--- src/timer16_pwm_regs.vh ---
// constants for the 16-bit timer waveform generator: register map, fields, modes, tops
`ifndef TIMER16_PWM_REGS_VH
`define TIMER16_PWM_REGS_VH

// ----------------------------------------
// register map (word index on the plain port)
// ----------------------------------------
`define ADDR_CTRL 3'h0
`define ADDR_COUNT 3'h1
`define ADDR_CMP_A 3'h2
`define ADDR_CMP_B 3'h3
`define ADDR_CAPTOP 3'h4
`define ADDR_FLAGS 3'h5

// ----------------------------------------
// control fields
// ----------------------------------------
`define CTRL_MODE_LSB 0
`define CTRL_MODE_MSB 3
`define CTRL_COMA_LSB 4
`define CTRL_COMA_MSB 5
`define CTRL_COMB_LSB 6
`define CTRL_COMB_MSB 7
`define CTRL_ROUTE_A 8
`define CTRL_ROUTE_B 9
`define CTRL_DIR_A 10
`define CTRL_DIR_B 11
`define CTRL_RESET 12'h000

// ----------------------------------------
// flag bits
// ----------------------------------------
`define FLAG_OVF 0
`define FLAG_CMP_A 1
`define FLAG_CMP_B 2
`define FLAG_CAP 3

// ----------------------------------------
// waveform modes and tops
// ----------------------------------------
`define WM_PC8 4'h1
`define WM_PC9 4'h2
`define WM_PC10 4'h3
`define WM_FAST8 4'h5
`define WM_FAST9 4'h6
`define WM_FAST10 4'h7
`define WM_PC_CAP 4'ha
`define WM_PC_CMPA 4'hb
`define WM_FAST_CAP 4'he
`define WM_FAST_CMPA 4'hf
`define TOP_8BIT 16'h00ff
`define TOP_9BIT 16'h01ff
`define TOP_10BIT 16'h03ff
`define BOTTOM 16'h0000
`define COM_OFF 2'h0
`define COM_TOGGLE 2'h1
`define COM_NONINV 2'h2
`define COM_INV 2'h3

`endif

--- src/compare_channel.v ---
// one output compare channel: buffer, active compare value and waveform state
`timescale 1ns/10ps
`default_nettype none
`include "timer16_pwm_regs.vh"

module compare_channel #(
  parameter WIDTH = 16,
  parameter TOGGLE_OK = 0
) (
  input wire sys_clk,
  input wire rst,
  input wire tick,
  input wire buf_wr,
  input wire [WIDTH-1:0] buf_wdata,
  input wire buf_load,
  input wire fast_pwm,
  input wire phase_pwm,
  input wire count_up,
  input wire top_hit,
  input wire [WIDTH-1:0] count_value,
  input wire [WIDTH-1:0] top_value,
  input wire [1:0] out_mode,
  output reg [WIDTH-1:0] buf_value,
  output reg [WIDTH-1:0] active_value,
  output wire match,
  output reg wave_state
);

  reg wave_next;

  assign match = (count_value == active_value);

  // ----------------------------------------
  // waveform action
  // ----------------------------------------
  always @* begin
    wave_next = wave_state;
    if (fast_pwm) begin
      if (top_hit) begin
        if (out_mode == `COM_NONINV) begin
          wave_next = 1'b0;
        end else if (out_mode == `COM_INV) begin
          wave_next = 1'b1;
        end
      end
      // match after top so equal-to-top holds a constant level
      if (match) begin
        if (out_mode == `COM_NONINV) begin
          wave_next = 1'b1;
        end else if (out_mode == `COM_INV) begin
          wave_next = 1'b0;
        end else if (out_mode == `COM_TOGGLE && TOGGLE_OK != 0) begin
          wave_next = ~wave_state;
        end
      end
    end else if (phase_pwm) begin
      if (match && out_mode[1]) begin
        if (active_value == `BOTTOM) begin
          wave_next = out_mode[0];
        end else if (active_value == top_value) begin
          wave_next = ~out_mode[0];
        end else if (count_up) begin
          wave_next = out_mode[0];
        end else begin
          wave_next = ~out_mode[0];
        end
      end
    end else if (match) begin
      case (out_mode)
        `COM_TOGGLE: wave_next = ~wave_state;
        `COM_NONINV: wave_next = 1'b0;
        `COM_INV: wave_next = 1'b1;
        default: wave_next = wave_state;
      endcase
    end
  end

  // ----------------------------------------
  // registers
  // ----------------------------------------
  always @(posedge sys_clk) begin
    if (rst) begin
      buf_value <= {WIDTH{1'b0}};
      active_value <= {WIDTH{1'b0}};
      wave_state <= 1'b0;
    end else begin
      if (buf_wr) begin
        buf_value <= buf_wdata;
      end
      if (buf_load) begin
        active_value <= buf_value;
      end
      if (tick) begin
        wave_state <= wave_next;
      end
    end
  end

endmodule // compare_channel
`default_nettype wire

--- src/timer16_pwm.v ---
// 16-bit timer counter with fast and phase correct pwm waveform generation
//
// Chosen here: the strobed register port and the address map.
`timescale 1ns/10ps
`default_nettype none
`include "timer16_pwm_regs.vh"

module timer16_pwm #(
  parameter WIDTH = 16
) (
  input wire sys_clk,
  input wire rst,
  input wire tick,
  input wire [2:0] reg_addr,
  input wire [WIDTH-1:0] reg_wdata,
  input wire reg_wr,
  input wire reg_rd,
  output reg [WIDTH-1:0] reg_rdata,
  input wire port_value_a,
  input wire port_value_b,
  output wire pin_out_a,
  output wire pin_oe_n_a,
  output wire pin_out_b,
  output wire pin_oe_n_b,
  output wire wave_out_a,
  output wire wave_out_b,
  output wire overflow_flag,
  output wire compare_a_flag,
  output wire compare_b_flag,
  output wire capture_flag
);

  // ----------------------------------------
  // state
  // ----------------------------------------
  reg [11:0] ctrl_reg;
  reg [WIDTH-1:0] count_reg;
  reg [WIDTH-1:0] count_next;
  reg count_up_reg;
  reg count_up_next;
  reg [WIDTH-1:0] capture_top_value_reg;
  reg [3:0] flags_reg;
  reg [3:0] flags_next;
  reg [3:0] flag_set;
  reg [WIDTH-1:0] top_value;
  reg fixed_top;
  reg fast_pwm;
  reg phase_pwm;
  reg buf_load;
  reg [WIDTH-1:0] rdata_next;

  wire [3:0] waveform_mode_sel;
  wire [1:0] chan_a_output_mode;
  wire [1:0] chan_b_output_mode;
  wire [WIDTH-1:0] cmp_wdata;
  wire wr_ctrl;
  wire wr_count;
  wire wr_cmp_a;
  wire wr_cmp_b;
  wire wr_captop;
  wire wr_flags;
  wire top_hit;
  wire bottom_hit;
  wire match_a;
  wire match_b;
  wire [WIDTH-1:0] buf_a;
  wire [WIDTH-1:0] buf_b;
  wire [WIDTH-1:0] compare_a_value;
  wire wave_state_a;
  wire wave_state_b;

  assign waveform_mode_sel = ctrl_reg[`CTRL_MODE_MSB:`CTRL_MODE_LSB];
  assign chan_a_output_mode = ctrl_reg[`CTRL_COMA_MSB:`CTRL_COMA_LSB];
  assign chan_b_output_mode = ctrl_reg[`CTRL_COMB_MSB:`CTRL_COMB_LSB];

  // ----------------------------------------
  // bus decode
  // ----------------------------------------
  assign wr_ctrl = reg_wr && (reg_addr == `ADDR_CTRL);
  assign wr_count = reg_wr && (reg_addr == `ADDR_COUNT);
  assign wr_cmp_a = reg_wr && (reg_addr == `ADDR_CMP_A);
  assign wr_cmp_b = reg_wr && (reg_addr == `ADDR_CMP_B);
  assign wr_captop = reg_wr && (reg_addr == `ADDR_CAPTOP);
  assign wr_flags = reg_wr && (reg_addr == `ADDR_FLAGS);

  // ----------------------------------------
  // mode decode and top selection
  // ----------------------------------------
  always @* begin
    fast_pwm = 1'b0;
    phase_pwm = 1'b0;
    fixed_top = 1'b0;
    top_value = {WIDTH{1'b1}};
    case (waveform_mode_sel)
      `WM_FAST8: begin
        fast_pwm = 1'b1;
        fixed_top = 1'b1;
        top_value = `TOP_8BIT;
      end
      `WM_FAST9: begin
        fast_pwm = 1'b1;
        fixed_top = 1'b1;
        top_value = `TOP_9BIT;
      end
      `WM_FAST10: begin
        fast_pwm = 1'b1;
        fixed_top = 1'b1;
        top_value = `TOP_10BIT;
      end
      `WM_FAST_CAP: begin
        fast_pwm = 1'b1;
        top_value = capture_top_value_reg;
      end
      `WM_FAST_CMPA: begin
        fast_pwm = 1'b1;
        top_value = compare_a_value;
      end
      `WM_PC8: begin
        phase_pwm = 1'b1;
        fixed_top = 1'b1;
        top_value = `TOP_8BIT;
      end
      `WM_PC9: begin
        phase_pwm = 1'b1;
        fixed_top = 1'b1;
        top_value = `TOP_9BIT;
      end
      `WM_PC10: begin
        phase_pwm = 1'b1;
        fixed_top = 1'b1;
        top_value = `TOP_10BIT;
      end
      `WM_PC_CAP: begin
        phase_pwm = 1'b1;
        top_value = capture_top_value_reg;
      end
      `WM_PC_CMPA: begin
        phase_pwm = 1'b1;
        top_value = compare_a_value;
      end
      default: begin
        top_value = {WIDTH{1'b1}};
      end
    endcase
  end

  // exact equality only: a top written below the count is missed until wrap
  assign top_hit = (count_reg == top_value);
  assign bottom_hit = (count_reg == `BOTTOM);

  // unused high bits vanish in fixed top modes
  assign cmp_wdata = fixed_top ? (reg_wdata & top_value) : reg_wdata;

  // ----------------------------------------
  // counter sequence
  // ----------------------------------------
  always @* begin
    count_next = count_reg;
    count_up_next = count_up_reg;
    buf_load = 1'b0;
    flag_set = 4'h0;
    if (tick) begin
      if (fast_pwm) begin
        count_up_next = 1'b1;
        if (top_hit) begin
          count_next = `BOTTOM;
          buf_load = 1'b1;
          flag_set[`FLAG_OVF] = 1'b1;
          flag_set[`FLAG_CAP] = (waveform_mode_sel == `WM_FAST_CAP);
        end else begin
          count_next = count_reg + 16'h0001;
        end
      end else if (phase_pwm) begin
        if (count_up_reg) begin
          if (top_hit) begin
            // top was already shown for this tick, so the next step is down
            count_next = count_reg - 16'h0001;
            count_up_next = 1'b0;
            buf_load = 1'b1;
            flag_set[`FLAG_CAP] = (waveform_mode_sel == `WM_PC_CAP);
          end else begin
            count_next = count_reg + 16'h0001;
          end
        end else if (bottom_hit) begin
          count_next = 16'h0001;
          count_up_next = 1'b1;
          flag_set[`FLAG_OVF] = 1'b1;
        end else begin
          count_next = count_reg - 16'h0001;
        end
      end else begin
        count_up_next = 1'b1;
        count_next = count_reg + 16'h0001;
        flag_set[`FLAG_OVF] = (count_reg == {WIDTH{1'b1}});
      end
      flag_set[`FLAG_CMP_A] = match_a;
      flag_set[`FLAG_CMP_B] = match_b;
    end
    // outside pwm modes the compare registers are transparent
    if (!fast_pwm && !phase_pwm) begin
      buf_load = 1'b1;
    end
    if (wr_count) begin
      count_next = reg_wdata;
    end
  end

  // set beats a software clear in the same cycle
  always @* begin
    flags_next = flags_reg;
    if (wr_flags) begin
      flags_next = flags_reg & ~reg_wdata[3:0];
    end
    flags_next = flags_next | flag_set;
  end

  // ----------------------------------------
  // compare channels
  // ----------------------------------------
  compare_channel #(
    .WIDTH(WIDTH),
    .TOGGLE_OK(1)
  ) chan_a (
    .sys_clk(sys_clk),
    .rst(rst),
    .tick(tick),
    .buf_wr(wr_cmp_a),
    .buf_wdata(cmp_wdata),
    .buf_load(buf_load),
    .fast_pwm(fast_pwm),
    .phase_pwm(phase_pwm),
    .count_up(count_up_reg),
    .top_hit(top_hit),
    .count_value(count_reg),
    .top_value(top_value),
    .out_mode(chan_a_output_mode),
    .buf_value(buf_a),
    .active_value(compare_a_value),
    .match(match_a),
    .wave_state(wave_state_a)
  );

  compare_channel #(
    .WIDTH(WIDTH),
    .TOGGLE_OK(0)
  ) chan_b (
    .sys_clk(sys_clk),
    .rst(rst),
    .tick(tick),
    .buf_wr(wr_cmp_b),
    .buf_wdata(cmp_wdata),
    .buf_load(buf_load),
    .fast_pwm(fast_pwm),
    .phase_pwm(phase_pwm),
    .count_up(count_up_reg),
    .top_hit(top_hit),
    .count_value(count_reg),
    .top_value(top_value),
    .out_mode(chan_b_output_mode),
    .buf_value(buf_b),
    .active_value(),
    .match(match_b),
    .wave_state(wave_state_b)
  );

  // ----------------------------------------
  // read mux
  // ----------------------------------------
  always @* begin
    rdata_next = {WIDTH{1'b0}};
    if (reg_rd) begin
      case (reg_addr)
        `ADDR_CTRL: rdata_next = {4'h0, ctrl_reg};
        `ADDR_COUNT: rdata_next = count_reg;
        `ADDR_CMP_A: rdata_next = buf_a;
        `ADDR_CMP_B: rdata_next = buf_b;
        `ADDR_CAPTOP: rdata_next = capture_top_value_reg;
        `ADDR_FLAGS: rdata_next = {12'h000, flags_reg};
        default: rdata_next = {WIDTH{1'b0}};
      endcase
    end
  end

  // ----------------------------------------
  // registers
  // ----------------------------------------
  always @(posedge sys_clk) begin
    if (rst) begin
      ctrl_reg <= `CTRL_RESET;
      count_reg <= `BOTTOM;
      count_up_reg <= 1'b1;
      capture_top_value_reg <= {WIDTH{1'b0}};
      flags_reg <= 4'h0;
      reg_rdata <= {WIDTH{1'b0}};
    end else begin
      if (wr_ctrl) begin
        ctrl_reg <= reg_wdata[11:0];
      end
      if (wr_captop) begin
        capture_top_value_reg <= reg_wdata;
      end
      count_reg <= count_next;
      count_up_reg <= count_up_next;
      flags_reg <= flags_next;
      reg_rdata <= rdata_next;
    end
  end

  // ----------------------------------------
  // pin routing
  // ----------------------------------------
  assign pin_out_a = ((chan_a_output_mode != `COM_OFF) && ctrl_reg[`CTRL_ROUTE_A]) ?
    wave_state_a : port_value_a;
  assign pin_out_b = ((chan_b_output_mode != `COM_OFF) && ctrl_reg[`CTRL_ROUTE_B]) ?
    wave_state_b : port_value_b;
  assign pin_oe_n_a = ~ctrl_reg[`CTRL_DIR_A];
  assign pin_oe_n_b = ~ctrl_reg[`CTRL_DIR_B];

  assign wave_out_a = wave_state_a;
  assign wave_out_b = wave_state_b;
  assign overflow_flag = flags_reg[`FLAG_OVF];
  assign compare_a_flag = flags_reg[`FLAG_CMP_A];
  assign compare_b_flag = flags_reg[`FLAG_CMP_B];
  assign capture_flag = flags_reg[`FLAG_CAP];

endmodule // timer16_pwm
`default_nettype wire

--- config.mk ---
export PLATFORM = sky130hd
export DESIGN_NAME = timer16_pwm
export DESIGN_NICKNAME = d
export VERILOG_FILES = /design/src/compare_channel.v /design/src/timer16_pwm.v
export VERILOG_INCLUDE_DIRS = /design/src
export SDC_FILE = /design/constraint.sdc
export NUM_CORES = 1
export LEC_CHECK = 0
export ABC_AREA = 1
export BUFFER_PORTS_ARGS = -buffer_cell sky130_fd_sc_hd__buf_2
export CORE_ASPECT_RATIO = 1.2
export CORE_MARGIN = 3
export CORE_UTILIZATION = 45
export DETAILED_ROUTE_END_ITERATION = 7
export GPL_ROUTABILITY_DRIVEN = 1
export PLACE_DENSITY = 0.72
export SYNTH_ARGS = -nofsm -noshare
export SYNTH_HDL_FRONTEND = slang
export SYNTH_HIERARCHICAL = 1
export SYNTH_SLANG_ARGS = --single-unit
--- constraint.sdc ---
create_clock -name sys_clk -period 2.45 [get_ports sys_clk]
set_input_delay 0.49 -clock sys_clk [delete_from_list [all_inputs] [get_ports sys_clk]]
set_output_delay 0.49 -clock sys_clk [all_outputs]
set_load 0.05 [all_outputs]
; ---- Yosys cells after proc, flatten, opt, wreduce, memory -nomap -nowiden
; Index checks and enable logic that the tools add are counted.
[word_totals]
register_bits = 131
wordCells = 155
out_inout_bits = 26
in_bits = 26
[op_classes]
reduce_logical = 35
add_sub_neg = 2
bitwise = 11
eq_ne = 29
muxes = 66
[op_table]
columns = operator, count
row1 = $mux 16, 9
row2 = $pmux 16 s6, 1
row3 = $eq 16x16->1, 5
row4 = $pmux 16 s5, 1
row5 = $mux 1, 51
row6 = $logic_not 16->1, 3
row7 = $add 16x1->16 const B, 1
row8 = $and 16x16->16, 1
row9 = $eq 16x16->1 const B, 1
row10 = $eq 4x4->1 const B, 4
row11 = $sub 16x1->16 const B, 1
row12 = $eq 4x3->1 const B, 3
row13 = $reduce_or 2->1, 6
row14 = $logic_and 1x1->1, 11
row15 = $reduce_bool 5->1, 2
row16 = $reduce_or 5->1, 2
row17 = $eq 2x2->1 const B, 4
row18 = $eq 4x2->1 const B, 2
row19 = $mux 4, 2
row20 = $reduce_and 4->1, 2
row21 = $not 1->1, 7
row22 = $eq 3x2->1 const B, 2
row23 = $eq 3x3->1 const B, 2
row24 = $ne 3x2->1 const B, 2
row25 = other kinds (12), 18

; ---- Longest topological paths before layout
; Gate-level depths: netlist of run 1.
[logic_depth]
depth_word = 10
mapped_depth = 22
mapped_depth_nobuf = 21

; ---- Modules after synthesis
; Netlist of run 1, hierarchy kept.
[by_module_without_submodules]
columns = module, area_per_inst_um2, cells_each, seq_area_each_um2, n_inst
row1 = timer16_pwm, 4885.9, 810, 1301.2, 1
row2 = compare_channel (chan_a), 1836.8, 289, 660.6, 1
row3 = compare_channel (chan_b), 1805.5, 286, 660.6, 1

; ---- Worst setup path before layout of run 1
; Ideal clock, no wire load.
[synth_timing]
kind = register to register
from = register ctrl_reg[3]
to = register chan_a.active_value[13]
period_less_slack_ns = 2.517
setup_ns = 0.133
stages_incl_launch_ff = 16
setup_slack_ns = -0.067
t_required_ns = 2.317
path_buffers = 4
arrival_ns = 2.384
path_cell_list = dfxtp_1 buf_4 inv_1 nand2_1 nand2_2 buf_4 buf_2 nand4_1 nand4_1 nor2_1 nand3_2 o31ai_1 inv_1 clkbuf_1 o21ai_0 a21oi_1
[synth_between]
elab_chain_cells = 10
word_cells_on_any_way = 30
classes_between = 11 x eq/ne / 9 x mux / 10 x reduce/logical
[synth_rtl]
columns = item, line
row1 = from (decl), timer16_pwm.v:36  ; reg [11:0] ctrl_reg;
row2 = from (signal assigned), timer16_pwm.v:289  ; ctrl_reg <= `CTRL_RESET;
row3 = from (signal assigned), timer16_pwm.v:297  ; ctrl_reg <= reg_wdata[11:0];
row4 = "$eq 4x4->1, or another cell as far along", timer16_pwm.v:94  ; case (waveform_mode_sel)
row5 = $reduce_or 2->1 (no line), n/a
row6 = $pmux 16 s5, timer16_pwm.v:94
row7 = $eq 16x16->1, timer16_pwm.v:148  ; assign top_hit = (count_reg == top_value);
row8 = $mux 1, "timer16_pwm.v:165, timer16_pwm.v:175"
row9 = $mux 1, timer16_pwm.v:174  ; if (count_up_reg) begin
row10 = $mux 1, timer16_pwm.v:173  ; end else if (phase_pwm) begin
row11 = $mux 1, timer16_pwm.v:163  ; if (fast_pwm) begin
row12 = $mux 1, timer16_pwm.v:162  ; if (tick) begin
row13 = $mux 1 (*), timer16_pwm.v:200  ; if (!fast_pwm && !phase_pwm) begin
row14 = via buf_load, timer16_pwm.v:49  ; reg buf_load;
row15 = to (signal assigned), compare_channel.v:84  ; active_value <= {WIDTH{1'b0}};
row16 = to (signal assigned), compare_channel.v:91  ; active_value <= buf_value;
row17 = to (decl), compare_channel.v:24  ; output reg [WIDTH-1:0] active_value,
; The timed path passes the listed nets; every way through them passes the cells marked *.
; A chain may end at the register's enable or synchronous reset.

; ---- Worst setup path after layout of run 1
[layout_timing]
from = register ctrl_reg[0]
to = register chan_a.active_value[12]
[layout_between]
elab_chain_cells = 10
word_cells_on_any_way = 30
classes_between = 11 x eq/ne / 9 x mux / 10 x reduce/logical
[layout_rtl]
columns = item, line
row1 = "$eq 4x4->1, or another cell as far along", timer16_pwm.v:94
row2 = $reduce_or 2->1 (no line), n/a
row3 = $pmux 16 s5 (*), timer16_pwm.v:94
row4 = via top_value[0], timer16_pwm.v:45  ; reg [WIDTH-1:0] top_value;
row5 = $eq 16x16->1 (*), timer16_pwm.v:148
row6 = $mux 1 (*), "timer16_pwm.v:165, timer16_pwm.v:175"
row7 = $mux 1, timer16_pwm.v:174
row8 = $mux 1, timer16_pwm.v:173
row9 = $mux 1 (*), timer16_pwm.v:163
row10 = $mux 1 (*), timer16_pwm.v:162
row11 = $mux 1 (*), timer16_pwm.v:200
row12 = via buf_load, timer16_pwm.v:49
; Marks and branches as above.

==> out/qor.txt, run 1 <==
dpl cell area - 9740 um2
reg2reg end - chan_a/active_value[12]
clock sink count - 131
Via Count - 9895
Final Hold Viols - 0
RR Startpoint - ctrl_reg[0]
Crit Path Class - reg -> reg
hold_buf cts - 0
router iterations before antenna repair - 6
Final setup viols - 32
CP Max Fanout - 21
ys async rst share - 0%
Total GRT Usage - 29.9%
via/cell ratio - 5.56
Slew @ Worst Pin - 0.660 ns
RSZ-0062 raised after global routing - true
starting density of the core - 46.4%
CP startpoint - ctrl_reg[0]
Setup crit start kind - flip-flop
Rel. slew slack - 55.6%
H-tree depth - 4
#FFs+latches synth - 131
R2R cell count - 14
Root Driver - clkbuf_16
Clk pin slew, worst setup/hold paths - 0.07 ns
core footprint - 18400 um2
vias in the first global route - 8896
DIE WIDTH - 132 um
Die H - 157 um
aggregate routed wire length - 31.8 mm
post-synth top area share - 30.8%
Layout area overhead - 24.5%
Finished Cell Area - 10600 um2
WP data required - 2.77 ns
initial DRC count - 1036
Tcrit/Tclk final - 105%
Data arrival, critical path - 2.89 ns
DP HPWL - 24.3 mm
total die area - 20600 um2
MaxCap Viol Count - 0
Avg Synthesized Cell Area - 6.16 um2
worst-skew pair later-pin latency - 0.43 ns
largest cells by area after synthesis - dfxtp_1, nand2_1, nor2_1
first-pass GRT wire length - 48.4 mm
Cells after Synth - 1385
pre-CTS setup slack - -0.229 ns
R2R setup slack - -0.12 ns
Tmin final - 2.57 ns
Fmax achieved - 389 MHz
pin count of the biggest net entering global routing - 34
CTS tree - built
Hold WC Path Type - in -> reg
Nets - 1546
drt drc - 0
Buffers on Ports - 51
worst setup margin - -0.123 ns
Site Rows - 54
Worst Setup EP - chan_a/active_value[12]
Worst Clk Skew - 0.00848 ns
final antenna-violating net count - 0
number of synthesized flops with an enable pin - 0
antenna violations before repair - 0
Cell variety after synth - 48
maximum VDD drop - 489 uV
Cell Area, Synth - 8530 um2
Clock Path Buffers - 2
cell taking the most area after synthesis - dfxtp_1
Placer Congestion - 1.01
post-synthesis sequential area ratio - 30.8%
Synth Flop Type - dfxtp_1
Pwr Density - 602 nW/um2
DR WL/cell - 17.9 um
Final Max Slew Viols - 0
I/O pin count - 52
layout cells sized above 1 - 18.7%
Leakage - 5.01 nW
status - finished with violations
Syn Nets - 1416
n_diodes - 0
failing checks - setup timing
Worst Setup End Kind - flip-flop
YS warnings - 6
Overflow after GRT - 0
number of buffers created by CTS - 17
power breakdown:
part	total, W	switching, W	internal, W
sequential	0.00231	0.000102	0.00221
combinational	0.00121	0.000786	0.000426
clock	0.00287	0.00113	0.00174
kinds of logic (layout without fill, tap and decap cells):
| family | after synthesis | after routing | synth area share, % |
|---|---|---|---|
| multiplexers | 2 | 2 | 0.264 |
| flip-flops | 131 | 131 | 30.8 |
| AND/OR/NAND/NOR | 663 | 663 | 33.3 |
| XOR/XNOR | 51 | 51 | 5.24 |
| adder cells (fa/ha/maj) | 5 | 5 | 0.734 |
| AO/OA/AOI/OAI | 280 | 280 | 18.0 |
| buffers and inverters | 253 | 396 | 11.7 |
repair_timing:
item / in CTS / in global routing
cloned: 0 / 0
setup buffers: 0 / 8
endpoints found under the hold margin: 0 / 0
setup endpoints to repair: 34 / 49
pin swaps: 1 / 24
resized for setup: 13 / 46
layer usage:
metal  global-route usage (%)  vias to the layer above  part of all wire (%)
met5                        0                        -                     0
met4                     14.4                        0                   4.9
met2                     48.7                      513                    46
met1                     38.8                     4527                    40
li1                         -                     4744                     -
met3                     4.95                      111                   8.7
per-stage QoR:
stage          cells  TNS, ns  util [%]  hold WS [ns]  total power [W]
2_1_floorplan   1385        0         -         0.439          0.00308
3_5_place_dp    1740    -5.13      53.0         0.475          0.00351
4_1_cts         1772        0      56.8         0.371          0.00634
5_1_grt         1780    -4.50      57.8         0.394          0.00659
3_3_place_gp    1740    -2.51      53.0         0.468          0.00350
6_report        1780    -1.71      57.8         0.385          0.00639
layout make-up:
type	count	area (um2)
clock buffers	17	425
clock inverters	15	220
fillers	1791	7760
inverters	191	738
multi-input cells	1001	5050
flip-flops and latches	131	2640
well taps	252	315
repair buffers	173	1230
cells in the mapped netlist, types with 3 or more instances:
library cell    n
a21oi_1       103
a221oi_1       15
a22oi_1         7
a31oi_1         4
buf_2           7
buf_6           4
clkbuf_1       49
clkinv_1        5
dfxtp_1       131
ha_1            5
inv_1         169
inv_2          15
nand2_1       346
nand2_2         3
nand2_4         3
nand3_1        62
nand3_2         3
nand4_1        38
nor2_1        172
nor2_4          5
nor3_1         10
nor4_1         11
o21ai_0       106
o21ai_1        26
o22ai_1         5
or2_0           3
xnor2_1        22
xor2_1         29
placed cells by master, fill, tap and decap left out, types with 4 or more instances in the layout:
cell type,instances
nor2_1,165
o21ai_0,103
o21ai_1,28
a22oi_1,7
nand2_1,336
nor2_2,6
buf_4,113
inv_1,168
inv_8,4
nor4_1,9
nor3_1,4
xnor2_1,22
xor2_1,28
dfxtp_1,127
nand2_2,12
nand2_4,4
nor2_4,8
o22ai_1,5
inv_2,13
clkinv_4,4
clkinv_1,5
a21oi_1,100
buf_2,51
a21oi_2,4
nand3_1,59
nand3_2,6
ha_1,5
a221oi_1,15
buf_6,6
nor3_2,6
inv_6,4
bufinv_16,4
a31oi_1,4
clkbuf_16,17
nand4_1,38
how the worst min path moves through the flow:
| stage | startpoint | to | depth (start not counted) |
|---|---|---|---|
| floorplan | capture_top_value_reg[12] | capture_top_value_reg[12] | 2 |
| global placement | capture_top_value_reg[8] | capture_top_value_reg[8] | 2 |
| detailed placement | capture_top_value_reg[8] | capture_top_value_reg[8] | 2 |
| CTS | reg_wdata[14] | capture_top_value_reg[14] | 3 |
| global route | reg_wdata[8] | ctrl_reg[8] | 3 |
| finish | reg_wdata[13] | capture_top_value_reg[13] | 3 |
worst max-delay path, cell delays in order (launching register included):
cell     delay [ns]
dfxtp_4        0.41
buf_6          0.15
nand2_1        0.06
nand3_2        0.11
xor2_2         0.22
nand4_1        0.22
nor2_4         0.18
nand3_2        0.10
o31ai_2        0.30
buf_4          0.18
inv_1          0.03
buf_4          0.19
buf_4          0.16
o21ai_1        0.10
a21oi_1        0.05
Note: power is estimated with default switching activity, not from simulation.
==> run 2, diff against run 1 <==
--- a/config.mk
+++ b/config.mk
@@ -7,13 +7,13 @@
 export NUM_CORES = 1
 export LEC_CHECK = 0
 export ABC_AREA = 1
-export BUFFER_PORTS_ARGS = -buffer_cell sky130_fd_sc_hd__buf_2
 export CORE_ASPECT_RATIO = 1.2
 export CORE_MARGIN = 3
 export CORE_UTILIZATION = 45
 export DETAILED_ROUTE_END_ITERATION = 7
+export DONT_BUFFER_PORTS = 1
 export GPL_ROUTABILITY_DRIVEN = 1
-export PLACE_DENSITY = 0.72
+export PLACE_DENSITY = 0.7
 export SYNTH_ARGS = -nofsm -noshare
 export SYNTH_HDL_FRONTEND = slang
 export SYNTH_HIERARCHICAL = 1
==> run 2 against run 1 <==
  * The run now ends clean
  * Sequential share of layout area is 0.30 points higher
  * Die area did not move
  * Clock power shrank 7%
  * Critical path depth rose by 1
  * Setup slack improved by 0.18 ns
  * Wire length up 0.89%
  * Non-clock buffer count down 43
  * Combinational power down 4%
  * Clock-buffer cell count grew 1
  * Register-to-register slack improved by 0.18 ns
  * Via count is 2.2% lower
  * First-iteration DRC count down 13%
==> out/qor.txt, run 2 (synthesis gave the netlist of run 1 again) <==
Worst Setup End Kind - flip-flop (unchanged)
CTS tree - built (unchanged)
Buffers on Ports - 0 (was 51)
clock sink count - 131 (unchanged)
Site Rows - 54 (unchanged)
DP HPWL - 24.6 mm (was 24.3 mm)
Final Max Slew Viols - 0 (unchanged)
Crit Path Class - reg -> reg (unchanged)
Setup TNS - 0 ns (was -1.71 ns)
final antenna-violating net count - 0 (unchanged)
maximum VDD drop - 446 uV (was 489 uV)
Worst Clk Skew - 0.0141 ns (was 0.00848 ns)
most common cell after layout, fill and taps aside - nand2_1 (unchanged)
DIE WIDTH - 132 um (unchanged)
Final setup viols - 0 (was 32)
RSZ-0062 raised after global routing - true (unchanged)
Die H - 157 um (unchanged)
Clock Path Buffers - 2 (unchanged)
Fmax achieved - 418 MHz (was 389 MHz)
drt drc - 0 (unchanged)
DR WL/cell - 18.5 um (was 17.9 um)
H-tree depth - 4 (unchanged)
Clk pin slew, worst setup/hold paths - 0.07 ns (about the same)
dpl cell area - 9540 um2 (was 9740 um2)
number of buffers created by CTS - 17 (unchanged)
antenna violations before repair - 0 (unchanged)
status - finished, final reports clean (was finished with violations)
pin count of the biggest net entering global routing - 34 (unchanged)
first-pass GRT wire length - 48.8 mm (was 48.4 mm)
Layout area overhead - 22.8% (was 24.5%)
initial DRC count - 901 (was 1036)
Via Count - 9677 (was 9895)
CP Max Fanout - 8 (was 21)
WP data required - 2.77 ns (about the same)
router iterations before antenna repair - 5 (was 6)
fillers - 1805 (was 1791)
I/O pin count - 52 (unchanged)
Data arrival, critical path - 2.72 ns (was 2.89 ns)
starting density of the core - 46.4% (unchanged)
vias in the first global route - 8833 (was 8896)
total die area - 20600 um2 (unchanged)
Hold WC Path Type - in -> reg (unchanged)
Slew @ Worst Pin - 0.723 ns (was 0.660 ns)
core footprint - 18400 um2 (unchanged)
Finished Cell Area - 10500 um2 (was 10600 um2)
Nets - 1503 (was 1546)
most frequent cells in the layout - nand2_1, inv_1, nor2_1 (unchanged)
layout cells sized above 1 - 17.2% (was 18.7%)
worst-skew pair later-pin latency - 0.44 ns (was 0.43 ns)
Final Hold Viols - 0 (unchanged)
area of the multi-input gates - 5130 um2 (was 5050 um2)
Rel. slew slack - 51.7% (was 55.6%)
n_diodes - 0 (unchanged)
Tmin final - 2.39 ns (was 2.57 ns)
Root Driver - clkbuf_16 (unchanged)
Pwr Density - 589 nW/um2 (was 602 nW/um2)
area occupied by registers - 2630 um2 (was 2640 um2)
hold_buf cts - 0 (unchanged)
Total GRT Usage - 30.4% (was 29.9%)
Setup crit start kind - flip-flop (unchanged)
Overflow after GRT - 0 (unchanged)
MaxCap Viol Count - 0 (unchanged)
via/cell ratio - 5.57 (was 5.56)
aggregate routed wire length - 32.1 mm (was 31.8 mm)
Placer Congestion - 1.03 (was 1.01)
Leakage - 4.78 nW (was 5.01 nW)
Tcrit/Tclk final - 97.7% (was 105%)
[run 2: per-layer routing]
metal,wire length (um),track usage [%]
met1,13300,39.6
met2,15000,50.8
met3,2460,4.02
met4,1370,13.5
met5,0,0
[run 2: layout make-up]
type	count	area share (%)
clock inverter	14	1.59
clock buffer	18	4.19
multi-input combinational	1001	49.0
timing repair buffer	130	10.0
tap	252	3.01
inverter	191	7.10
sequential	131	25.1
[run 2: critical path, cell delays in order (launching register included)]
cell and delay (ns):
dfxtp_2 0.36, buf_6 0.12, nand2_8 0.07, nor2_4 0.17, nand2_1 0.13, nand4_1 0.15
nand2_1 0.11, nor3_2 0.13, nand3_2 0.12, o31ai_2 0.25, buf_4 0.19, inv_4 0.05
buf_12 0.14, buf_6 0.12, o21ai_2 0.11, a21oi_1 0.06
[run 2: where the power goes]
group	leakage [nW]	switching (W)	internal, W
clock	0.288	0.00113	0.00156
combinational	3.43	0.000728	0.000427
sequential	1.07	0.000119	0.00221
[run 2: what timing repair did]
item,in CTS,in global routing
endpoints found under the setup margin,28,48
pin swaps,15,19
buffers inserted,5,1
gates cloned,0,1
resized for setup,21,67
[run 2: path summary, 6_finish.rpt]
path,depth (start not counted),slack [ns],from,to
max reg2reg,15,0.06,ctrl_reg[3],chan_a/active_value[11]
min,1,0.12,rst,count_reg[1]
max,15,0.06,ctrl_reg[3],chan_a/active_value[11]
min reg2reg,2,0.47,capture_top_value_reg[3],capture_top_value_reg[3]
[run 2: through the flow]
stage	hold slack, ns	utilization (%)	total power [W]	std cells	setup WS, ns
2_1_floorplan	0.439	-	0.00308	1385	0.0315
3_3_place_gp	0.462	51.9	0.00344	1699	-0.0477
3_5_place_dp	0.456	51.9	0.00346	1699	-0.123
4_1_cts	0.118	55.8	0.00612	1736	-0.0110
5_1_grt	0.108	57.0	0.00639	1737	-0.151
6_report	0.117	57.0	0.00617	1737	0.0561
